--- src/rtc_defs.svh ---
// Register offsets, reset values and timing constants of the reference clock selector
`ifndef RTC_DEFS_SVH
`define RTC_DEFS_SVH
// Register byte offsets
`define RTC_OFF_CTRL     8'h00
`define RTC_OFF_STATUS   8'h04
`define RTC_OFF_FREQ     8'h08
// Control field positions
`define RTC_CTRL_EN      0
`define RTC_CTRL_CMD_LO  1
`define RTC_CTRL_CMD_HI  2
`define RTC_CTRL_EXT     3
// Reset values
`define RTC_RST_CTRL     4'h0
`define RTC_RST_HRDATA   32'h0000_0000
// Oscillator increment for 10.24 MHz out of 50 MHz
`define RTC_NOM_INC      32'h346D_C5D6
`define RTC_TRACK_STEP   32'h0000_4000
`define RTC_LOCK_STEP    32'h0000_0010
// Clock rate and derived timing
`define RTC_CLK_HZ       50000000
`define RTC_WIN_US       1000
`define RTC_WIN_CYC      (`RTC_WIN_US * (`RTC_CLK_HZ / 1000000))
`define RTC_HOLDOFF_MS   1000
`define RTC_HOLDOFF_CYC  (`RTC_HOLDOFF_MS * (`RTC_CLK_HZ / 1000))
`define RTC_BLINK_MS     250
`define RTC_BLINK_CYC    (`RTC_BLINK_MS * (`RTC_CLK_HZ / 1000))
// Reference measurement per window
`define RTC_REF_EXP      16'h0008
`define RTC_SPEC_TOL     16'h0001
`define RTC_RATIO        16'h0500
`define RTC_LOCK_TOL     16'h0004
`define RTC_BURST_TOL    16'h0040
`endif

--- src/rtc_pkg.sv ---
// Types of the reference clock selector
package rtc_pkg;

  // Controller states, one-hot
  typedef enum logic [3:0] {
    RTC_FREE   = 4'b0001,
    RTC_TRACK  = 4'b0010,
    RTC_LOCKED = 4'b0100,
    RTC_HOLD   = 4'b1000
  } rtc_state_e;

  // Software mode commands
  typedef enum logic [1:0] {
    RTC_CMD_FREE = 2'b00,
    RTC_CMD_PRI  = 2'b01,
    RTC_CMD_SEC  = 2'b10
  } rtc_cmd_e;

  // All state of the selector
  typedef struct packed {
    rtc_state_e       state;
    logic             sel;
    logic [31:0]      inc;
    logic [31:0]      nco;
    logic             sysclk;
    logic [31:0]      win;
    logic [1:0][15:0] rcnt;
    logic [15:0]      scnt;
    logic [1:0]       prev;
    logic [1:0]       ok;
    logic [1:0]       known;
    logic             exact;
    logic [31:0]      hold_t;
    logic [31:0]      blink;
    logic             flash;
    logic             led;
    logic             en;
    rtc_cmd_e         cmd;
    logic             ext;
    logic             wr_pend;
    logic [7:0]       waddr;
    logic [31:0]      hrdata;
    logic             hready;
  } rtc_regs_s;

endpackage

--- src/rtc_clock_selector.sv ---
// Reference tracking clock selector with AHB-Lite register slave
//
// The address map and the AHB-Lite register port are this design's own decisions.
`timescale 1ns/1ps
`include "rtc_defs.svh"

// Notes on behaviour
// - Tracking and free-run modes both supported
// - Track frequency, lock when close, refine
// - Green indicator flashes while tracking
// - Free-run ignores references, uses own clock
// - Phase-locked system clock, two references
// - Auto switch when used reference fails
// - Both references bad gives holdover
// - Primary command selects primary, qualifies both
// - Primary fails, move if secondary good
// - Return to primary once it recovers
// - Secondary command selects secondary, qualifies both
// - Secondary fails, move if primary good
// - Return to secondary once it recovers
// - Timeout blocks back and forth switching
// - Hold frequency on absence or bursts
// - No quality record forces free-run
// - Free-run command and enable enter free-run
// - References all auxiliary or all trunk
module rtc_clock_selector #(
  parameter int unsigned WIN_CYC     = `RTC_WIN_CYC,
  parameter int unsigned HOLDOFF_CYC = `RTC_HOLDOFF_CYC,
  parameter int unsigned BLINK_CYC   = `RTC_BLINK_CYC,
  parameter logic [15:0] REF_EXP     = `RTC_REF_EXP,
  parameter logic [15:0] SPEC_TOL    = `RTC_SPEC_TOL,
  parameter logic [15:0] RATIO       = `RTC_RATIO,
  parameter logic [15:0] LOCK_TOL    = `RTC_LOCK_TOL,
  parameter logic [15:0] BURST_TOL   = `RTC_BURST_TOL
) (
  input  wire logic        CLK,
  input  wire logic        RSTN,
  input  wire logic        HSEL,
  input  wire logic [31:0] HADDR,
  input  wire logic [1:0]  HTRANS,
  input  wire logic        HWRITE,
  input  wire logic [2:0]  HSIZE,
  input  wire logic [31:0] HWDATA,
  input  wire logic        HREADY,
  output logic      [31:0] HRDATA,
  output logic             HREADYOUT,
  output logic             HRESP,
  input  wire logic [1:0]  REF_TRUNK,
  input  wire logic [1:0]  REF_AUX,
  output logic             SYS_CLK,
  output logic             SYS_CLK_EN,
  output logic             LED_GREEN
);

  rtc_pkg::rtc_regs_s q;
  rtc_pkg::rtc_regs_s n;

  logic [1:0]        ref_in;
  logic [1:0]        edge_s;
  logic [1:0]        ok_now;
  logic [1:0]        seen;
  logic [1:0][15:0]  rcnt_inc;
  logic              win_end;
  logic              sys_edge;
  logic              act;
  logic              pref;
  logic              want;
  logic              have_want;
  logic              do_switch;
  logic [31:0]       rprod;
  logic signed [31:0] err;
  logic [31:0]       aerr;
  logic              addr_ph;

  assign win_end  = (q.win == WIN_CYC - 1);
  assign sys_edge = q.nco[31] & ~q.sysclk;
  assign addr_ph  = HSEL & HTRANS[1] & HREADY;

  // Per-reference source mux, edge count and qualification
  for (genvar i = 0; i < 2; i++) begin : g_ref
    logic [15:0] dev;
    // Rising edges only; a silent reference reads zero at either level
    assign ref_in[i]   = q.ext ? REF_AUX[i] : REF_TRUNK[i]; // Never a mix of sets
    assign edge_s[i]   = ref_in[i] & ~q.prev[i];
    assign rcnt_inc[i] = q.rcnt[i] + {15'h0000, edge_s[i]};
    assign dev         = (rcnt_inc[i] > REF_EXP) ? rcnt_inc[i] - REF_EXP
                                                 : REF_EXP - rcnt_inc[i];
    assign ok_now[i]   = (dev <= SPEC_TOL); // Both always qualified
    assign seen[i]     = (rcnt_inc[i] != 16'h0000);
  end

  // Next-state logic for the whole selector
  always_comb begin
    n         = q;
    act       = q.en && (q.cmd != rtc_pkg::RTC_CMD_FREE) && (q.known != 2'b00);
    pref      = (q.cmd == rtc_pkg::RTC_CMD_SEC);
    want      = pref;
    have_want = 1'b1;
    rprod     = 32'(q.rcnt[q.sel]) * 32'(RATIO);
    err       = $signed(32'(q.scnt)) - $signed(rprod);
    aerr      = err[31] ? 32'(-err) : 32'(err);
    // Preferred reference first, the other only if it is good
    if (ok_now[pref]) begin
      want = pref;
    end else if (ok_now[~pref]) begin
      want = ~pref; // Fallback only to a good reference
    end else begin
      have_want = 1'b0;
    end
    do_switch = act && have_want && (want != q.sel) && (q.hold_t == 32'h0000_0000);

    // Numerically controlled oscillator gives the system clock
    n.nco    = q.nco + q.inc; // Output follows selected reference only in track and lock states
    n.sysclk = q.nco[31];
    n.prev   = ref_in;
    n.scnt   = q.scnt + {15'h0000, sys_edge};
    n.rcnt   = rcnt_inc;
    n.win    = q.win + 32'h0000_0001;

    // Anti-chatter timer runs down to zero
    if (q.hold_t != 32'h0000_0000) begin
      n.hold_t = q.hold_t - 32'h0000_0001;
    end

    // Flash timebase for the indicator
    if (q.blink == BLINK_CYC - 1) begin
      n.blink = 32'h0000_0000;
      n.flash = ~q.flash;
    end else begin
      n.blink = q.blink + 32'h0000_0001;
    end

    // Window end: qualify references and step the controller
    if (win_end) begin
      n.win   = 32'h0000_0000;
      n.scnt  = 16'h0000;
      n.rcnt  = '0;
      n.ok    = ok_now;
      n.known = q.known | seen;
      n.exact = 1'b0;
      if (!act) begin
        n.state = rtc_pkg::RTC_FREE; // No quality record or free command
        n.inc   = `RTC_NOM_INC;      // Own clock, references ignored
      end else if (!have_want) begin
        n.state = rtc_pkg::RTC_HOLD; // Both out of spec, keep watching
      end else if (do_switch) begin
        // Failover or return to the preferred one
        n.sel    = want;
        n.hold_t = HOLDOFF_CYC;
        n.state  = rtc_pkg::RTC_TRACK;
      end else if (!ok_now[q.sel]) begin
        n.state = rtc_pkg::RTC_HOLD; // Frozen increment while switch is blocked
      end else if (q.state == rtc_pkg::RTC_LOCKED && aerr > 32'(BURST_TOL)) begin
        n.state = rtc_pkg::RTC_HOLD; // Error burst: hold rather than chase it
      end else if (q.state == rtc_pkg::RTC_FREE || q.state == rtc_pkg::RTC_HOLD) begin
        n.state = rtc_pkg::RTC_TRACK;
      end else if (aerr <= 32'(LOCK_TOL)) begin
        // Locked: keep nudging until counts agree exactly
        n.state = rtc_pkg::RTC_LOCKED;
        n.exact = (err == 32'sh0000_0000);
        if (err > 0) begin
          n.inc = q.inc - `RTC_LOCK_STEP;
        end else if (err < 0) begin
          n.inc = q.inc + `RTC_LOCK_STEP;
        end
      end else begin
        // Tracking: coarse steps toward the reference
        n.state = rtc_pkg::RTC_TRACK;
        n.inc   = (err > 0) ? q.inc - `RTC_TRACK_STEP : q.inc + `RTC_TRACK_STEP;
      end
    end

    // AHB-Lite data phase of a write
    n.wr_pend = 1'b0;
    if (q.wr_pend) begin
      if (q.waddr == `RTC_OFF_CTRL) begin
        n.en  = HWDATA[`RTC_CTRL_EN];
        n.cmd = rtc_pkg::rtc_cmd_e'(HWDATA[`RTC_CTRL_CMD_HI:`RTC_CTRL_CMD_LO]);
        n.ext = HWDATA[`RTC_CTRL_EXT];
        if (!q.en || !HWDATA[`RTC_CTRL_EN]) begin
          n.cmd = rtc_pkg::RTC_CMD_FREE; // Enable always starts in free-run
        end
        // Counts of the old set say nothing about the new one
        if (n.ext != q.ext) begin
          n.known = 2'b00; // New reference set has no quality record
          n.ok    = 2'b00;
          n.rcnt  = '0;
        end
        // A command takes effect at once
        if (n.cmd == rtc_pkg::RTC_CMD_FREE || n.known == 2'b00) begin
          n.state = rtc_pkg::RTC_FREE;
          n.inc   = `RTC_NOM_INC;
          n.exact = 1'b0; // Exact match only ever means locked
        end else if (n.cmd != q.cmd || !q.en) begin
          n.sel   = (n.cmd == rtc_pkg::RTC_CMD_SEC);
          n.state = rtc_pkg::RTC_TRACK;
          n.exact = 1'b0;
        end
      end
    end

    // AHB-Lite address phase
    if (addr_ph) begin
      n.wr_pend = HWRITE;
      n.waddr   = HADDR[7:0];
      n.hrdata  = 32'h0000_0000;
      if (!HWRITE) begin
        if (HADDR[7:0] == `RTC_OFF_CTRL) begin
          n.hrdata = {28'h000_0000, q.ext, q.cmd, q.en};
        end else if (HADDR[7:0] == `RTC_OFF_STATUS) begin
          n.hrdata = {22'h00_0000, q.exact, q.known, q.ok, q.sel, q.state};
        end else if (HADDR[7:0] == `RTC_OFF_FREQ) begin
          n.hrdata = q.inc;
        end
      end
    end

    // Indicator: flash while tracking, steady otherwise, dark when off
    if (!n.en) begin
      n.led = 1'b0;
    end else if (n.state == rtc_pkg::RTC_TRACK) begin
      n.led = n.flash;
    end else begin
      n.led = 1'b1;
    end
    n.hready = 1'b1;
  end

  // State register
  always_ff @(posedge CLK or negedge RSTN) begin
    if (!RSTN) begin
      q        <= '0;
      q.state  <= rtc_pkg::RTC_FREE;
      q.cmd    <= rtc_pkg::RTC_CMD_FREE;
      q.inc    <= `RTC_NOM_INC;
      q.hrdata <= `RTC_RST_HRDATA;
      q.hready <= 1'b1;
    end else begin
      q <= n;
    end
  end

  // Outputs straight from flops, except HRESP which is tied low
  assign HRDATA     = q.hrdata;
  assign HREADYOUT  = q.hready;
  assign HRESP      = 1'b0;
  assign SYS_CLK    = q.sysclk;
  assign SYS_CLK_EN = q.en; // Disabled cards keep the clock off the backplane
  assign LED_GREEN  = q.led;
endmodule

--- config.mk ---
export PLATFORM = sky130hd
export DESIGN_NAME = rtc_clock_selector
export DESIGN_NICKNAME = d
export VERILOG_FILES = /design/src/rtc_pkg.sv /design/src/rtc_clock_selector.sv
export VERILOG_INCLUDE_DIRS = /design/src
export SDC_FILE = /design/constraint.sdc
export NUM_CORES = 1
export LEC_CHECK = 0
export ABC_AREA = 0
export BUFFER_PORTS_ARGS = -buffer_cell sky130_fd_sc_hd__clkbuf_2
export CAP_MARGIN = 20
export CORE_UTILIZATION = 49
export CTS_CLUSTER_DIAMETER = 80
export CTS_CLUSTER_SIZE = 25
export DETAILED_ROUTE_END_ITERATION = 6
export GPL_TIMING_DRIVEN = 0
export PLACE_DENSITY = 0.63
export SYNTH_ARGS = -nofsm -noshare
export SYNTH_HDL_FRONTEND = slang
export SYNTH_SLANG_ARGS = --single-unit
--- constraint.sdc ---
create_clock -name CLK -period 25.7 [get_ports CLK]
set_clock_uncertainty 0.1 [all_clocks]
set_input_delay 5.14 -clock CLK [delete_from_list [all_inputs] [get_ports CLK]]
set_output_delay 5.14 -clock CLK [all_outputs]
set_load 0.005 [all_outputs]
==> flow_metrics.py, run 1 <==
metrics = {
    "timing": {
        "rsz0062_at_grt": "no",
        "max_freq_ghz": 0.09583,
        "worst-slew-pin-transition_ps": 950.9,
        "post-route-min-period_ps": 10440,
        "fin_setup_tns_ps": 0,
        "hold_ws_ps": 319.3,
        "setup_viol_count_final": 0,
        "finalHoldViolCount": 0,
        "fin_crit_sh_pct": 40.60,
        "report.final.slew_viol_count": 0,
        "relSlewSlack_pct": 36.12,
    },
    "run_status": {
        "violations": "DRC",
        "run_status": "finished with violations",
    },
    "layout": {
        "layout.area.seq_um2": 6729,
        "final_core_util_pct": 54.57,
        "flow.area_growth_from_synthesis_pct": 9.568,
        "layout.cells.most_common_list": "sky130_fd_sc_hd__dfrtp_1 (250), sky130_fd_sc_hd__nor2_1 (200), sky130_fd_sc_hd__nand2_1 (181)",
        "final.fill_count": 3498,
        "final_common_cell": "sky130_fd_sc_hd__dfrtp_1",
        "n_antenna_cell": 0,
        "postLayoutCellArea_um2": 20600,
        "finalNetCount": 2373,
        "layout-drive-gt1-share_pct": 11.17,
        "area_taken_by_multi_input_logic_gates_um2": 11320,
    },
    "worst_setup_path": {
        "cpMaxStageDelayCell": "sky130_fd_sc_hd__a21boi_0",
        "worst-endpoint-required_ps": 26070,
        "worstSetupEndpointType": "register",
        "worst-path-max-fanout": 10,
        "cp.arrival_ps": 10810,
        "cp_peak_stage_delay_ps": 550,
        "cp_cell_sequence": "clkbuf_2, mux2_2, nor2b_1, ha_1, ha_1, buf_1, and2_1, nand2_1, xor2_1, ha_1, nand3_1, o21ai_0, a32o_1, a32oi_1, nor4_1, nand4_1, nor3_1, a21boi_0, a32o_1, a21boi_0, a311oi_1, a21oi_1",
        "setup.worst_path.class": "input pin to register",
        "timing.critical_path.from_type": "input pin",
        "cpMostUsedCell": "sky130_fd_sc_hd__ha_1",
    },
    "clocking": {
        "ctsHtreeMaxLevel": 1,
        "sink_count": 268,
        "number_of_gates_resized_after_cts": 0,
        "hold_buffers": 0,
        "clk_pin_slew_ps": 80,
        "tritoncts_clock_tree": "yes",
        "worstSkewPairLatency_ps": 560,
        "numCtsBuffers": 20,
        "post-cts-setup-buffer-count": 0,
        "clockRootBuffer": "sky130_fd_sc_hd__clkbuf_16",
        "max-clock-path-buffers": 3,
    },
    "power_and_ir_drop": {
        "vdd_drop_max_mv": 0.05899,
        "total_power_mw": 1.251,
        "leakage_nw": 9.094,
        "p_per_area_nw_per_um2": 60.72,
    },
    "hold_path": {
        "worstHoldPathType": "register to register",
    },
    "yosys": {
        "yosys.cell_types.count": 106,
        "asyncSetResetFlopFracSynth_pct": 100.0,
        "yosys_warnings": 0,
        "synth-main-ff-cell": "sky130_fd_sc_hd__dfrtp_1",
        "post_synth_instance_area_um2": 18800,
        "synth_sequential_area_ratio_pct": 35.78,
        "synth-edff-count": 0,
        "syn-mean-instance-area_um2": 8.937,
        "postSynthRegisterBits": 268,
        "post_synth_inst_count": 2104,
        "synth_nets": 2289,
    },
    "route": {
        "detail_route.first_pass.iterations": 7,
        "detail_route.vias_per_cell": 5.800,
        "routed-via-count": 15736,
        "final_antenna_net_count": 0,
        "remaining_drc_errors": 1,
        "detailedRoute.firstIterationViolations": 994,
        "detail_route.wirelength_mm": 46.41,
        "route.detailed.wl_per_inst_um": 17.11,
    },
    "global_routing": {
        "grt_antenna_before_repair": 1,
        "grt_overflow": 0,
        "grt_first_pass_wirelength_mm": 77.16,
        "first_global_vias": 15066,
        "grt.total_usage_pct": 24.07,
        "grt_max_degree": 77,
    },
    "die": {
        "core-area_um2": 37760,
        "die_x_um": 197.9,
        "fp.dieArea_um2": 39160,
        "floorplan.die.height_um": 197.9,
        "row_count": 71,
        "design.portCount": 115,
        "initial_utilization_pct": 49.81,
    },
    "run": {
        "timing.max_cap.violations": 0,
    },
    "placement": {
        "placement.cell_area_um2": 19850,
        "place_hpwl_mm": 35.12,
        "i_o_buffers": 56,
        "final_replace_weighted_congestion": 0.8981,
    },
}
-- worst max-delay path, delay by kind of cell --
kind                       cells  cell delay (ps)
adders and majority gates      3              780
muxes                          1              140
AOI/OAI and AO/OA              8             2380
and+or+nand+nor                7             1610
xor gates and xnor gates       1              310
buffers and inverters          2              460
-- cell families after synthesis --
| group | share of synthesized area (%) |
|---|---|
| DFF | 35.78 |
| other | 0.03994 |
| adders and majority gates | 7.279 |
| buffers and inverters | 4.072 |
| xor gates and xnor gates | 9.774 |
| AOI/OAI and AO/OA | 16.04 |
| and+or+nand+nor | 24.29 |
| muxes | 2.721 |
-- through the flow --
stage	cells	setup slack, ps
3_5_place_dp	2677	14810
3_3_place_gp	2671	13550
5_1_grt	2713	14780
6_report	2713	15260
4_1_cts	2713	15400
2_1_floorplan	2104	15940
-- power breakdown --
part	leakage [nW]	internal, mW	switching (mW)
Sequential	3.45	0.434	0.0141
Combinational	5.28	0.174	0.266
Clock	0.365	0.174	0.189
Total	9.09	0.782	0.469
-- final cells by class --
cell class | count | area share (%)
clock inverters | 14 | 1.093
repair buffers | 62 | 1.937
multi-input cells | 1673 | 54.93
flip-flops and latches | 268 | 32.66
clock buffers | 22 | 2.563
well taps | 511 | 3.103
inverters | 63 | 1.148
plain buffers | 100 | 2.569
-- registers in the layout, indices dropped and copies added (netlist names) --
| register | count |
|---|---|
| HRDATA | 32 |
| SYS_CLK_EN | 1 |
| n | 1 |
| SYS_CLK | 1 |
| LED_GREEN | 1 |
| q | 232 |
-- layer usage --
layer	vias up	wire length (um)	track usage, %
li1	7786	-	-
met1	7665	22140	33.15
met2	244	21930	40.85
met3	41	1530	2.640
met4	0	804	4.766
met5	-	0	0
-- Yosys cell counts (37+ instances only) --
cell type / instances / area share, %
sky130_fd_sc_hd__nor2_1: 200 / 4.0
sky130_fd_sc_hd__a21oi_1: 97 / 2.6
sky130_fd_sc_hd__nand2_1: 181 / 3.6
sky130_fd_sc_hd__and3_1: 40 / 1.3
sky130_fd_sc_hd__nand4_1: 40 / 1.3
sky130_fd_sc_hd__nand3_1: 109 / 2.9
sky130_fd_sc_hd__inv_1: 63 / 1.3
sky130_fd_sc_hd__clkbuf_1: 50 / 1.0
sky130_fd_sc_hd__o21ai_0: 83 / 2.2
sky130_fd_sc_hd__buf_4: 37 / 1.5
sky130_fd_sc_hd__xor2_1: 86 / 4.0
sky130_fd_sc_hd__xnor2_1: 122 / 5.7
sky130_fd_sc_hd__nor4_1: 42 / 1.4
sky130_fd_sc_hd__ha_1: 103 / 6.9
sky130_fd_sc_hd__nor3_1: 57 / 1.5
sky130_fd_sc_hd__dfrtp_1: 250 / 33
-- path summary, 6_finish.rpt --
check	cells after the start	slack [ps]	start	to
min in group asynchronous	1	4450	RSTN	q[71]
hold reg to reg	0	320	n[199]	SYS_CLK
max in group asynchronous	2	20210	RSTN	q[170]
hold / removal	0	320	n[199]	SYS_CLK
setup reg to reg	34	16170	q[264]	q[260]
setup / recovery	22	15260	REF_TRUNK[1]	q[254]
Note: power is estimated with default switching activity, not from simulation.
==> run 2, diff against run 1 <==
==> constraint.sdc (replaced) <==
create_clock -name CLK -period 10.1 [get_ports CLK]
set_clock_uncertainty 0.1 [all_clocks]
set_input_delay 2.02 -clock CLK [delete_from_list [all_inputs] [get_ports CLK]]
set_output_delay 2.02 -clock CLK [all_outputs]
set_load 0.005 [all_outputs]
==> flow_metrics.py, run 2 (synthesized netlist as in run 1, its figures left out) <==
metrics = {
    "run_status": {
        "run_status": "finished clean",
    },
    "hold_path": {
        "holdCritStartpoint": "n[199]",
        "worstHoldEndpoint": "SYS_CLK",
        "min_delay_path_depth": 0,
        "worstHoldPathType": "register to register",
    },
    "clocking": {
        "clockRootBuffer": "sky130_fd_sc_hd__clkbuf_16",
        "sink_count": 268,
        "post-cts-setup-buffer-count": 0,
        "tritoncts_clock_tree": "yes",
        "worstSkewPairLatency_ps": 560,
        "max-clock-path-buffers": 3,
        "numCtsBuffers": 20,
        "hold_buffers": 0,
        "number_of_gates_resized_after_cts": 0,
        "clk_pin_slew_ps": 90,
        "ctsHtreeMaxLevel": 1,
    },
    "timing": {
        "post-route-min-period_ps": 9172,
        "setup_ws_ps": 928.1,
        "setup_viol_count_final": 0,
        "rsz0062_at_grt": "no",
        "fin_crit_sh_pct": 90.81,
        "hold_ws_ps": 319.3,
        "finalHoldViolCount": 0,
        "relSlewSlack_pct": 33.73,
        "report.final.slew_viol_count": 0,
        "worst-slew-pin-transition_ps": 986.4,
        "max_freq_ghz": 0.1090,
    },
    "run": {
        "timing.max_cap.violations": 0,
    },
    "global_routing": {
        "grt_antenna_before_repair": 1,
        "grt_first_pass_wirelength_mm": 77.16,
        "grt_overflow": 0,
        "grt_max_degree": 77,
        "grt.total_usage_pct": 24.07,
        "first_global_vias": 15066,
    },
    "worst_setup_path": {
        "regToRegStartpoint": "q[264]",
        "timing.critical_path.from_type": "register",
        "worst-endpoint-required_ps": 10470,
        "worst-path-max-fanout": 18,
        "timing.critical_path.buf_inv": 6,
        "cpMaxStageDelayCell": "sky130_fd_sc_hd__clkbuf_1",
        "r2r_setup_slack_ps": 930,
        "cpMostUsedCell": "sky130_fd_sc_hd__o21ai_0",
        "worst_path_dominant_cell_family": "compound AO/OA/AOI/OAI gates",
        "r2r_cells": 34,
        "worstSetupEndpointType": "register",
        "cp.arrival_ps": 9540,
        "setup.worst_path.class": "register to register",
        "regToRegEndpoint": "q[260]",
        "cp_peak_stage_delay_ps": 540,
    },
    "die": {
        "design.portCount": 115,
        "initial_utilization_pct": 49.81,
        "fp.dieArea_um2": 39160,
        "row_count": 71,
        "core-area_um2": 37760,
        "floorplan.die.height_um": 197.9,
        "die_x_um": 197.9,
    },
    "layout": {
        "layout.cells.most_common_list": "sky130_fd_sc_hd__dfrtp_1 (250), sky130_fd_sc_hd__nor2_1 (200), sky130_fd_sc_hd__nand2_1 (181)",
        "layout-drive-gt1-share_pct": 11.26,
        "number_of_flip_flops_in_the_largest_register": 232,
        "biggest_register": "q",
        "n_antenna_cell": 0,
        "layout.area.seq_um2": 6729,
        "final.fill_count": 3497,
        "finalNetCount": 2373,
        "flow.area_growth_from_synthesis_pct": 9.595,
        "final_common_cell": "sky130_fd_sc_hd__dfrtp_1",
        "area_taken_by_multi_input_logic_gates_um2": 11320,
        "final_core_util_pct": 54.58,
    },
    "route": {
        "route.detailed.wl_per_inst_um": 17.13,
        "detail_route.first_pass.iterations": 7,
        "detailedRoute.firstIterationViolations": 1069,
        "final_antenna_net_count": 0,
        "detail_route.vias_per_cell": 5.811,
        "remaining_drc_errors": 0,
        "routed-via-count": 15766,
        "detail_route.wirelength_mm": 46.47,
    },
    "placement": {
        "final_replace_weighted_congestion": 0.8981,
        "i_o_buffers": 56,
        "pre_cts_slack_ps": 655.6,
        "place_hpwl_mm": 35.12,
    },
    "power_and_ir_drop": {
        "p_per_area_nw_per_um2": 154.5,
        "leakage_nw": 9.100,
        "vdd_drop_max_mv": 0.1487,
    },
}
-- run 2: changes by cell type in the layout (fill, tap and decap cells not counted), sizes merged --
cell	change
buf	-1
clkbuf	+1
-- run 2: area by class of cell --
type	count	share of cell area [%]
multi-input combinational	1673	54.93
inverter	63	1.147
buffer	100	2.574
clock buffer	22	2.562
tap	511	3.102
sequential	268	32.65
clock inverter	14	1.093
timing repair buffer	62	1.937
-- run 2: how the worst max path moves through the flow --
stage | depth (start not counted) | end | slack (ps) | start
after global routing | 34 | q[262] | 140 | q[264]
after detailed placement | 34 | q[260] | 660 | q[264]
after floorplan | 35 | q[260] | 1870 | q[264]
after CTS | 34 | q[260] | 600 | q[264]
after global placement | 35 | q[260] | -350 | q[264]
final | 34 | q[260] | 930 | q[264]
-- run 2: metal layers --
layer	global-route usage, %	vias up	part of all wire, %
met2	40.85	275	47
met1	33.15	7659	47
met5	0	-	0
met3	2.640	51	3.7
met4	4.766	0	1.8
li1	-	7781	-
-- run 2: per-stage QoR --
stage               cells  setup TNS, ps  power [mW]  cell area, um^2
floorplan            2104              0       1.995            18800
global placement     2671         -986.7       2.244            19720
detailed placement   2677              0       2.269            19850
CTS                  2713              0       3.206            20600
global route         2713              0       3.396            20610
finish               2713              0       3.185            20610
-- run 2: power by group --
group | total, mW | switching, mW | leakage [nW] | internal, mW
Sequential | 1.14 | 0.0368 | 3.45 | 1.10
Clock | 0.924 | 0.480 | 0.365 | 0.444
Combinational | 1.12 | 0.676 | 5.29 | 0.443
Total | 3.18 | 1.19 | 9.10 | 1.99
